**config.mk**
```make
export PLATFORM = sky130hd
export DESIGN_NAME = pscs_top
export DESIGN_NICKNAME = d
export VERILOG_FILES = /design/src/pscs_pkg.sv /design/src/pscs_fifo_if.sv /design/src/pscs_fifo.sv /design/src/pscs_top.sv
export VERILOG_INCLUDE_DIRS = /design/src /design/src/src
export SDC_FILE = /design/constraint.sdc
export NUM_CORES = 1
export LEC_CHECK = 0
export ABC_AREA = 1
export BUFFER_PORTS_ARGS = -buffer_cell sky130_fd_sc_hd__buf_2
export CORE_ASPECT_RATIO = 1.75
export CORE_UTILIZATION = 50
export CTS_CLUSTER_SIZE = 10
export DETAILED_ROUTE_END_ITERATION = 8
export MAX_ROUTING_LAYER = met4
export PLACE_DENSITY = 0.77
export SLEW_MARGIN = 30
export SYNTH_ARGS = -nofsm -noshare
export SYNTH_HDL_FRONTEND = slang
export SYNTH_SLANG_ARGS = --single-unit
```
**constraint.sdc**
```tcl
create_clock -name ref_clk_in -period 8 [get_ports ref_clk_in]
set_input_delay 1.6 -clock ref_clk_in [delete_from_list [all_inputs] [get_ports ref_clk_in]]
set_output_delay 1.6 -clock ref_clk_in [all_outputs]
set_load 0.02 [all_outputs]
```
**src/pscs_regs.svh**
```systemverilog
// Command codes, field positions and timing counts of the supply-pin serial link
`ifndef PSCS_REGS_SVH
`define PSCS_REGS_SVH

// ------------------------------------------------------------------
// Command field encodings
// ------------------------------------------------------------------
`define PSCS_CMD_READ_RESP      8'h73
`define PSCS_CMD_BURST_WRITE    8'hD0
`define PSCS_CMD_BURST_READ     8'hD3
`define PSCS_LOW_WRITE          4'h1
`define PSCS_LOW_READ_INIT      4'h2
`define PSCS_CMD_TYPE_BIT       7
`define PSCS_PAGE_MSB           6
`define PSCS_PAGE_LSB           4

// ------------------------------------------------------------------
// Valid register pages
// ------------------------------------------------------------------
`define PSCS_PAGE_0             3'h0
`define PSCS_PAGE_2             3'h2
`define PSCS_PAGE_5             3'h5

// ------------------------------------------------------------------
// Reset values and sizes
// ------------------------------------------------------------------
`define PSCS_CACHE_BYTES        8
`define PSCS_LAST_BYTE          3'h7
`define PSCS_BYTE_RESET         8'h00

// ------------------------------------------------------------------
// Timing
// ------------------------------------------------------------------
`define PSCS_CLK_MHZ            10
`define PSCS_TURN_TIME_US       20
`define PSCS_TURN_CYCLES        (`PSCS_TURN_TIME_US * `PSCS_CLK_MHZ)
`define PSCS_IDLE_TIME_US       15000
`define PSCS_IDLE_CYCLES        (`PSCS_IDLE_TIME_US * `PSCS_CLK_MHZ)

`endif

```
**src/pscs_pkg.sv**
```systemverilog
// Types shared by the supply-pin serial link command layer
package pscs_pkg;

    typedef enum logic [3:0] {
        PSCS_IDLE     = 4'h0,
        PSCS_CMD      = 4'h1,
        PSCS_WR_ADDR  = 4'h3,
        PSCS_WR_DATA  = 4'h2,
        PSCS_DISCARD  = 4'h6,
        PSCS_RI_ADDR  = 4'h7,
        PSCS_RI_FETCH = 4'h5,
        PSCS_TURN     = 4'h4,
        PSCS_RR_SEND  = 4'hC,
        PSCS_BW_DATA  = 4'hD,
        PSCS_BR_SEND  = 4'hF
    } pscs_state_e;

    typedef struct packed {
        pscs_state_e     state;
        logic [2:0]      page;
        logic [7:0]      addr;
        logic [7:0]      wdata;
        logic            wr;
        logic            rd;
        logic [7:0]      held;
        logic [7:0][7:0] cache;
        logic [2:0]      idx;
        logic [7:0]      turn_cnt;
        logic [7:0]      tx_byte;
        logic            tx_valid;
        logic [17:0]     idle_cnt;
        logic            line_meta;
        logic            line_sync;
        logic            line_last;
    } pscs_top_s;

endpackage : pscs_pkg

```
**src/pscs_fifo_if.sv**
```systemverilog
// Drain side of the received-field FIFO
`timescale 1ns/1ps
`default_nettype none

interface pscs_fifo_if;
    logic [8:0] data;
    logic       valid;
    logic       ready;

    modport producer (output data, output valid, input ready);
    modport consumer (input data, input valid, output ready);
endinterface : pscs_fifo_if

`default_nettype wire

```
**src/pscs_fifo.sv**
```systemverilog
// Synchronous FIFO for received link fields
`timescale 1ns/1ps
`default_nettype none

module pscs_fifo #(
    parameter int WIDTH = 9,
    parameter int DEPTH = 32
) (
    // Clock and reset
    input  wire logic       ref_clk_in,
    input  wire logic       rst_n_in,
    // Fill side
    input  wire logic [WIDTH-1:0] in_data_in,
    input  wire logic       in_valid_in,
    output logic            in_ready_out,
    // Drain side
    pscs_fifo_if.producer   drain
);
    localparam int AW = $clog2(DEPTH);

    typedef struct packed {
        logic [DEPTH-1:0][WIDTH-1:0] mem;
        logic [AW-1:0]               wr_ptr;
        logic [AW-1:0]               rd_ptr;
        logic [AW:0]                 count;
        logic                        ready;
    } pscs_fifo_s;

    pscs_fifo_s st_reg;
    pscs_fifo_s st_next;
    logic       push;
    logic       pop;

    always_comb begin
        st_next = st_reg;
        push    = in_valid_in && st_reg.ready;
        pop     = drain.ready && (st_reg.count != '0);
        if (push) begin
            st_next.mem[st_reg.wr_ptr] = in_data_in;
            st_next.wr_ptr             = st_reg.wr_ptr + 1'b1;
        end
        if (pop) begin
            st_next.rd_ptr = st_reg.rd_ptr + 1'b1;
        end
        st_next.count = st_reg.count + {{AW{1'b0}}, push} - {{AW{1'b0}}, pop};
        // Registered ready: full is known one cycle ahead, so no overrun
        st_next.ready = (st_next.count != (AW+1)'(DEPTH));
    end

    always_ff @(posedge ref_clk_in) begin
        if (!rst_n_in) begin
            st_reg       <= '0;
            st_reg.ready <= 1'b1;
        end else begin
            st_reg <= st_next;
        end
    end

    assign in_ready_out = st_reg.ready;
    assign drain.valid  = (st_reg.count != '0);
    assign drain.data   = st_reg.mem[st_reg.rd_ptr];

endmodule : pscs_fifo

`default_nettype wire

```
**src/pscs_top.sv**
```systemverilog
// Command layer of the supply-pin serial link
`include "pscs_regs.svh"
`timescale 1ns/1ps
`default_nettype none

module pscs_top #(
    parameter int IDLE_CYCLES = `PSCS_IDLE_CYCLES
) (
    // Clock and reset
    input  wire logic        ref_clk_in,
    input  wire logic        rst_n_in,
    // Raw link line, watched for idle time only
    input  wire logic        link_line_in,
    // Received fields from the field receiver
    input  wire logic [7:0]  rx_byte_in,
    input  wire logic        rx_sync_in,
    input  wire logic        rx_valid_in,
    output logic             rx_ready_out,
    // Fields to the field transmitter
    output logic [7:0]       tx_byte_out,
    output logic             tx_valid_out,
    input  wire logic        tx_ready_in,
    // Register page access
    output logic [2:0]       csr_page_out,
    output logic [7:0]       csr_addr_out,
    output logic [7:0]       csr_wdata_out,
    output logic             csr_wr_out,
    output logic             csr_rd_out,
    input  wire logic [7:0]  csr_rdata_in,
    // Memory cache contents
    output logic [63:0]      cache_out
);
    localparam logic [7:0]  TURN_LAST = 8'(`PSCS_TURN_CYCLES - 1);
    localparam logic [17:0] IDLE_LAST = 18'(IDLE_CYCLES - 1);

    pscs_pkg::pscs_top_s st_reg;
    pscs_pkg::pscs_top_s st_next;
    pscs_fifo_if         rx_q ();
    logic                rx_ready_fifo;
    logic [7:0]          fb;
    logic                fsync;
    logic                take;
    logic                idle_hit;

    // ------------------------------------------------------------------
    // Receive FIFO: sync marker rides in bit 8 so frame starts stay ordered
    // ------------------------------------------------------------------
    pscs_fifo #(
        .WIDTH (9),
        .DEPTH (32)
    ) u_rx_fifo (
        .ref_clk_in   (ref_clk_in),
        .rst_n_in     (rst_n_in),
        .in_data_in   ({rx_sync_in, rx_byte_in}),
        .in_valid_in  (rx_valid_in),
        .in_ready_out (rx_ready_fifo),
        .drain        (rx_q.producer)
    );

    function automatic logic page_ok(input logic [2:0] p);
        page_ok = (p == `PSCS_PAGE_0) || (p == `PSCS_PAGE_2) || (p == `PSCS_PAGE_5);
    endfunction : page_ok

    function automatic logic pops(input pscs_pkg::pscs_state_e s);
        pops = (s != pscs_pkg::PSCS_TURN) && (s != pscs_pkg::PSCS_RR_SEND) &&
               (s != pscs_pkg::PSCS_BR_SEND) && (s != pscs_pkg::PSCS_RI_FETCH);
    endfunction : pops

    // ------------------------------------------------------------------
    // Command decode and field sequencing
    // ------------------------------------------------------------------
    // Stalls the FIFO while transmitting or timing, so back-pressure reaches
    // the field receiver.
    assign rx_q.ready = pops(st_reg.state);

    always_comb begin
        st_next          = st_reg;
        st_next.wr       = 1'b0;
        st_next.rd       = 1'b0;
        fb               = rx_q.data[7:0];
        fsync            = rx_q.data[8];
        take             = rx_q.valid && pops(st_reg.state);
        idle_hit         = 1'b0;

        // Line idle watch, after a two-stage synchroniser
        st_next.line_meta = link_line_in;
        st_next.line_sync = st_reg.line_meta;
        st_next.line_last = st_reg.line_sync;
        if (st_reg.line_sync != st_reg.line_last) begin
            st_next.idle_cnt = '0;
        end else if (st_reg.idle_cnt == IDLE_LAST) begin
            idle_hit         = 1'b1;
            st_next.idle_cnt = '0;
        end else begin
            st_next.idle_cnt = st_reg.idle_cnt + 18'h00001;
        end

        if (take && fsync) begin
            st_next.state = pscs_pkg::PSCS_CMD;
        end else if (take) begin
            case (st_reg.state)
                pscs_pkg::PSCS_CMD: begin
                    st_next.page = fb[`PSCS_PAGE_MSB:`PSCS_PAGE_LSB];
                    st_next.idx  = '0;
                    if (fb == `PSCS_CMD_READ_RESP) begin
                        st_next.turn_cnt = '0;
                        st_next.state    = pscs_pkg::PSCS_TURN;
                    end else if (fb == `PSCS_CMD_BURST_WRITE) begin
                        st_next.state = pscs_pkg::PSCS_BW_DATA;
                    end else if (fb == `PSCS_CMD_BURST_READ) begin
                        st_next.tx_byte  = st_reg.cache[0];
                        st_next.tx_valid = 1'b1;
                        st_next.state    = pscs_pkg::PSCS_BR_SEND;
                    end else if (!fb[`PSCS_CMD_TYPE_BIT] && page_ok(fb[6:4]) &&
                                 fb[3:0] == `PSCS_LOW_WRITE) begin
                        st_next.state = pscs_pkg::PSCS_WR_ADDR;
                    end else if (!fb[`PSCS_CMD_TYPE_BIT] && page_ok(fb[6:4]) &&
                                 fb[3:0] == `PSCS_LOW_READ_INIT) begin
                        st_next.state = pscs_pkg::PSCS_RI_ADDR;
                    end else begin
                        st_next.state = pscs_pkg::PSCS_DISCARD;
                    end
                end
                pscs_pkg::PSCS_WR_ADDR: begin
                    st_next.addr  = fb;
                    st_next.state = pscs_pkg::PSCS_WR_DATA;
                end
                pscs_pkg::PSCS_WR_DATA: begin
                    st_next.wdata = fb;
                    st_next.wr    = 1'b1;
                    st_next.state = pscs_pkg::PSCS_DISCARD;
                end
                pscs_pkg::PSCS_RI_ADDR: begin
                    st_next.addr  = fb;
                    st_next.rd    = 1'b1;
                    st_next.state = pscs_pkg::PSCS_RI_FETCH;
                end
                pscs_pkg::PSCS_BW_DATA: begin
                    // Each byte lands as it arrives; a cut frame leaves the rest
                    st_next.cache[st_reg.idx] = fb;
                    st_next.idx               = st_reg.idx + 3'h1;
                    if (st_reg.idx == `PSCS_LAST_BYTE) begin
                        st_next.state = pscs_pkg::PSCS_DISCARD;
                    end
                end
                default: begin
                    st_next.state = st_reg.state;
                end
            endcase
        end else begin
            case (st_reg.state)
                pscs_pkg::PSCS_RI_FETCH: begin
                    st_next.held  = csr_rdata_in;
                    st_next.state = pscs_pkg::PSCS_DISCARD;
                end
                pscs_pkg::PSCS_TURN: begin
                    st_next.turn_cnt = st_reg.turn_cnt + 8'h01;
                    if (st_reg.turn_cnt == TURN_LAST) begin
                        st_next.tx_byte  = st_reg.held;
                        st_next.tx_valid = 1'b1;
                        st_next.state    = pscs_pkg::PSCS_RR_SEND;
                    end
                end
                pscs_pkg::PSCS_RR_SEND: begin
                    if (tx_ready_in) begin
                        st_next.tx_valid = 1'b0;
                        st_next.state    = pscs_pkg::PSCS_DISCARD;
                    end
                end
                pscs_pkg::PSCS_BR_SEND: begin
                    if (tx_ready_in) begin
                        st_next.idx = st_reg.idx + 3'h1;
                        if (st_reg.idx == `PSCS_LAST_BYTE) begin
                            st_next.tx_valid = 1'b0;
                            st_next.state    = pscs_pkg::PSCS_DISCARD;
                        end else begin
                            st_next.tx_byte = st_reg.cache[st_reg.idx + 3'h1];
                        end
                    end
                end
                default: begin
                    st_next.state = st_reg.state;
                end
            endcase
        end

        // Idle timeout drops the frame; stale fields are skipped until a sync
        if (idle_hit) begin
            st_next.state    = pscs_pkg::PSCS_IDLE;
            st_next.tx_valid = 1'b0;
            st_next.wr       = 1'b0;
            st_next.rd       = 1'b0;
        end
    end

    always_ff @(posedge ref_clk_in) begin
        if (!rst_n_in) begin
            st_reg       <= '0;
            st_reg.state <= pscs_pkg::PSCS_IDLE;
        end else begin
            st_reg <= st_next;
        end
    end

    // ------------------------------------------------------------------
    // Outputs, all straight from flip-flops
    // ------------------------------------------------------------------
    assign rx_ready_out  = rx_ready_fifo;
    assign tx_byte_out   = st_reg.tx_byte;
    assign tx_valid_out  = st_reg.tx_valid;
    assign csr_page_out  = st_reg.page;
    assign csr_addr_out  = st_reg.addr;
    assign csr_wdata_out = st_reg.wdata;
    assign csr_wr_out    = st_reg.wr;
    assign csr_rd_out    = st_reg.rd;
    assign cache_out     = st_reg.cache;

endmodule : pscs_top

`default_nettype wire

```
==> flow_metrics.tcl <==
set metrics [dict create \
    power.ir.vdd_worst_mv 0.163 \
    cap_violations 0 \
    drc_violations_left 0 \
    sum_of_internal_switching_and_leakage_power_mw 6.47 \
    post_placement_setup_slack_ps 3340 \
    wl_per_cell_um 18.3 \
    cts_num_sinks 443 \
    ys_top_cells_by_area "sky130_fd_sc_hd__dfxtp_1, sky130_fd_sc_hd__nor2_1, sky130_fd_sc_hd__o21ai_0" \
    critical_path_cell_by_cell "buf_4, buf_4, nor2_1, nor2_1, o21ai_1, nand3_1, nand3_1, nand2_1, nand2_1, inv_1, nand2_1, nor2_1, nand2_1, nand2_4, nand3_1, nand2_1, nor2_1" \
    place_inst 3431 \
    static-leakage-power_nw 9.19 \
    setup_violations 0 \
    post_detailed_routing_wire_length_mm 63.8 \
    cp_slowest_cell "sky130_fd_sc_hd__buf_4" \
    layout_overhead_on_the_synthesized_area_pct 5.37 \
    finalWorstPathRequiredPeriod_ps 4830 \
    layout-drive-gt1-share 0.0708 \
    synth_seq_cells 443 \
    globalRouteTotalUtil 0.305 \
    critPathMostFrequentCell "sky130_fd_sc_hd__nand2_1" \
    finalNonFillerCells 3486 \
    largest_net_degree_at_the_start_of_global_routing 140 \
    cts_root_buffer "sky130_fd_sc_hd__clkbuf_16" \
    synthesis.nets 3072 \
    avgViaCountPerCell 5.67 \
    place.gp.congestion 0.951 \
    critical_path.endpoint_type "flop" \
    largest_register_ffs 304 \
    post_detail_place_hpwl_mm 41.8 \
    first_global_vias 19131 \
    gr-total-overflow 0 \
    clkLatencyLatePin_ps 580 \
    timing.final.max_slew_violations 0 \
    cts.hold.buffers_added 0 \
    synth_top_area_share 0.426 \
    synth_top_flop_cell "sky130_fd_sc_hd__dfxtp_1" \
    cts_made_buffers 50 \
    finalSetupTns_ps 0 \
    drt_first_pass_iters 8 \
    cts.repair.resized 0 \
    synth-edff-count 0 \
    dr.first_iter.drc_count 1888 \
    h-tree-depth 2 \
    setup.worst_path.class "reg -> reg" \
    start_util 0.509 \
    dr_total_vias 19771 \
    antenna_violating_nets_post_route 0 \
    syn_avg_cell_area_um2 6.87 \
    port-buffer-count 116 \
    die-width_um 156 \
    clock_path_buffers 3 \
    floorplan.die.height_um 272 \
    status "completed" \
    rows 98 \
    fin_hold_ws_ps 424 \
    grt_first_pass_wirelength_mm 99.5 \
    ys_warn_count 0 \
    synth_top_cell_by_area "sky130_fd_sc_hd__dfxtp_1" \
    critical-path-top-delay-family "simple AND/OR/NAND/NOR gates" \
    count_of_pins_on_the_block_boundary 117 \
    post-cts-setup-buffers 0 \
    clock_pin_slew_reported_for_the_worst_setup_and_hold_paths_after_clock_tree_synthesis_ps 60 \
    syn_std_cell_area_mm2 0.0208 \
    timing.final.ws_setup_ps 3170 \
    antennaDiodeCount 0 \
    synthDistinctLibCells 45 \
    tritoncts_clock_tree "done" \
    layout.nets 2973 \
    rsz_0062_raised_after_global_routing "false" \
    core_region_area_mm2 0.0410 \
    cellPowerDensity_mw_per_mm2 295 \
    req_time_crit_path_ps 8460 \
    synth.yosys.seq_area_share 0.426 \
    critical_path_peak_fanout 82 \
    layout_worst_path_cycle_share 0.604 \
    slew_headroom 0.316 \
    post_synth_inst_count 3032 \
    synthArstFlopShare 0 \
    holdCritPathClass "reg -> reg" \
    timing.fmax_mhz 207 \
    category_of_the_worst_setup_path_launch_point "flop" \
    cp_slowest_stage_delay_ps 800 \
    r2r_setup_slack_ps 3170 \
    grt_antenna_before_repair 0 \
    timing.critical_path.arrival_ps 5290 \
    fp.dieArea_mm2 0.0425 \
    worst_slew_pin_slew_ps 1020 \
    fin_worst_skew_ps 30.4 \
    finalHoldViolations 0 \
    critical_path.n_buffers_inverters 3 \
]
worst reg2reg max path, stage by stage (launching register included):
cell,delay (ps)
sky130_fd_sc_hd__dfxtp_4,630
sky130_fd_sc_hd__buf_4,690
sky130_fd_sc_hd__buf_4,830
sky130_fd_sc_hd__nor2_1,160
sky130_fd_sc_hd__nor2_1,110
sky130_fd_sc_hd__o21ai_1,70
sky130_fd_sc_hd__nand3_1,110
sky130_fd_sc_hd__nand3_1,190
sky130_fd_sc_hd__nand2_1,200
sky130_fd_sc_hd__nand2_1,420
sky130_fd_sc_hd__inv_1,240
sky130_fd_sc_hd__nand2_1,70
sky130_fd_sc_hd__nor2_1,290
sky130_fd_sc_hd__nand2_1,220
sky130_fd_sc_hd__nand2_4,220
sky130_fd_sc_hd__nand3_1,120
sky130_fd_sc_hd__nand2_1,110
sky130_fd_sc_hd__nor2_1,60
cell type report:
cell class / instances / area [um^2]
multi-input cells: 2077 / 9540
well taps: 550 / 688
clock buffers: 51 / 1250
clock inverters: 4 / 42.5
repair buffers: 124 / 653
inverters: 237 / 895
flip-flops and latches: 443 / 8870
fillers: 4039 / 19000
metrics by stage:
step,util,cell area [um^2]
3_3_place_gp,0.504,20600
6_report,0.536,22000
2_1_floorplan,-,20800
3_5_place_dp,0.504,20600
4_1_cts,0.536,21900
5_1_grt,0.536,22000
synth_stat cells, drive strengths merged, types with 5 or more instances:
library cell / number
inv: 219
o211ai: 30
nand4: 12
a211oi: 5
buf: 156
nor3: 25
o21ai: 466
a21oi: 242
clkinv: 18
ha: 17
nand2: 333
nor2: 745
nand3: 159
dfxtp: 443
clkbuf: 119
xor2: 11
cell families after synthesis:
logic type / synth area share
DFF: 0.426
buffers and inverters: 0.117
AOI/OAI and AO/OA: 0.188
muxes: 0.00192
and+or+nand+nor: 0.250
adders and majority gates: 0.0112
xor gates and xnor gates: 0.00589
final timing paths:
path | from | end | cells past startpoint
worst max register to register | u_rx_fifo.st_reg[7] | tx_byte_out[5] | 17
worst min register to register | st_next[1] | st_next[0] | 2
worst max-delay path | u_rx_fifo.st_reg[7] | tx_byte_out[5] | 17
worst min-delay path | st_next[1] | st_next[0] | 2
report_power, final:
part | switching (mW) | internal (mW)
Combinational | 1.52 | 0.547
Sequential | 0.114 | 2.31
Clock | 0.872 | 1.10
Total | 2.51 | 3.96
placed cells by master (no fill, tap or decap), types with 2 or more instances in the layout:
cell,synthesis,layout
sky130_fd_sc_hd__inv_6,0,4
sky130_fd_sc_hd__xor2_1,11,11
sky130_fd_sc_hd__clkbuf_16,0,50
sky130_fd_sc_hd__nor2_2,2,2
sky130_fd_sc_hd__inv_2,4,4
sky130_fd_sc_hd__nor3_1,23,23
sky130_fd_sc_hd__nand4_1,12,12
sky130_fd_sc_hd__nor4_1,4,4
sky130_fd_sc_hd__nand3_1,154,154
sky130_fd_sc_hd__clkinv_1,18,18
sky130_fd_sc_hd__nand3_2,5,5
sky130_fd_sc_hd__dfxtp_1,443,441
sky130_fd_sc_hd__a211oi_1,5,5
sky130_fd_sc_hd__nand2_1,328,328
sky130_fd_sc_hd__o21ai_1,15,15
sky130_fd_sc_hd__or2_2,2,2
sky130_fd_sc_hd__nor2_1,738,738
sky130_fd_sc_hd__buf_2,37,115
sky130_fd_sc_hd__o221ai_1,4,4
sky130_fd_sc_hd__nand2_4,2,2
sky130_fd_sc_hd__o22ai_1,4,4
sky130_fd_sc_hd__inv_1,214,214
sky130_fd_sc_hd__nor3b_1,2,2
sky130_fd_sc_hd__xnor2_1,3,3
sky130_fd_sc_hd__o21ai_0,450,450
sky130_fd_sc_hd__nand2_2,3,3
sky130_fd_sc_hd__nor3_4,1,2
sky130_fd_sc_hd__mux2i_1,4,4
sky130_fd_sc_hd__a21oi_1,242,242
sky130_fd_sc_hd__buf_4,108,7
sky130_fd_sc_hd__nor2_4,4,4
sky130_fd_sc_hd__ha_1,17,16
sky130_fd_sc_hd__o211ai_1,30,30
sky130_fd_sc_hd__o21a_1,3,3
routing by layer:
metal	routed length (um)	track usage	part of all wire	vias to the layer above
li1	-	-	-	9511
met1	22900	0.307	0.36	9106
met2	31200	0.516	0.49	835
met3	3990	0.0409	0.063	319
met4	5790	0.262	0.091	0
met5	0	-	0	-
Power figures use the tool's default switching activity.
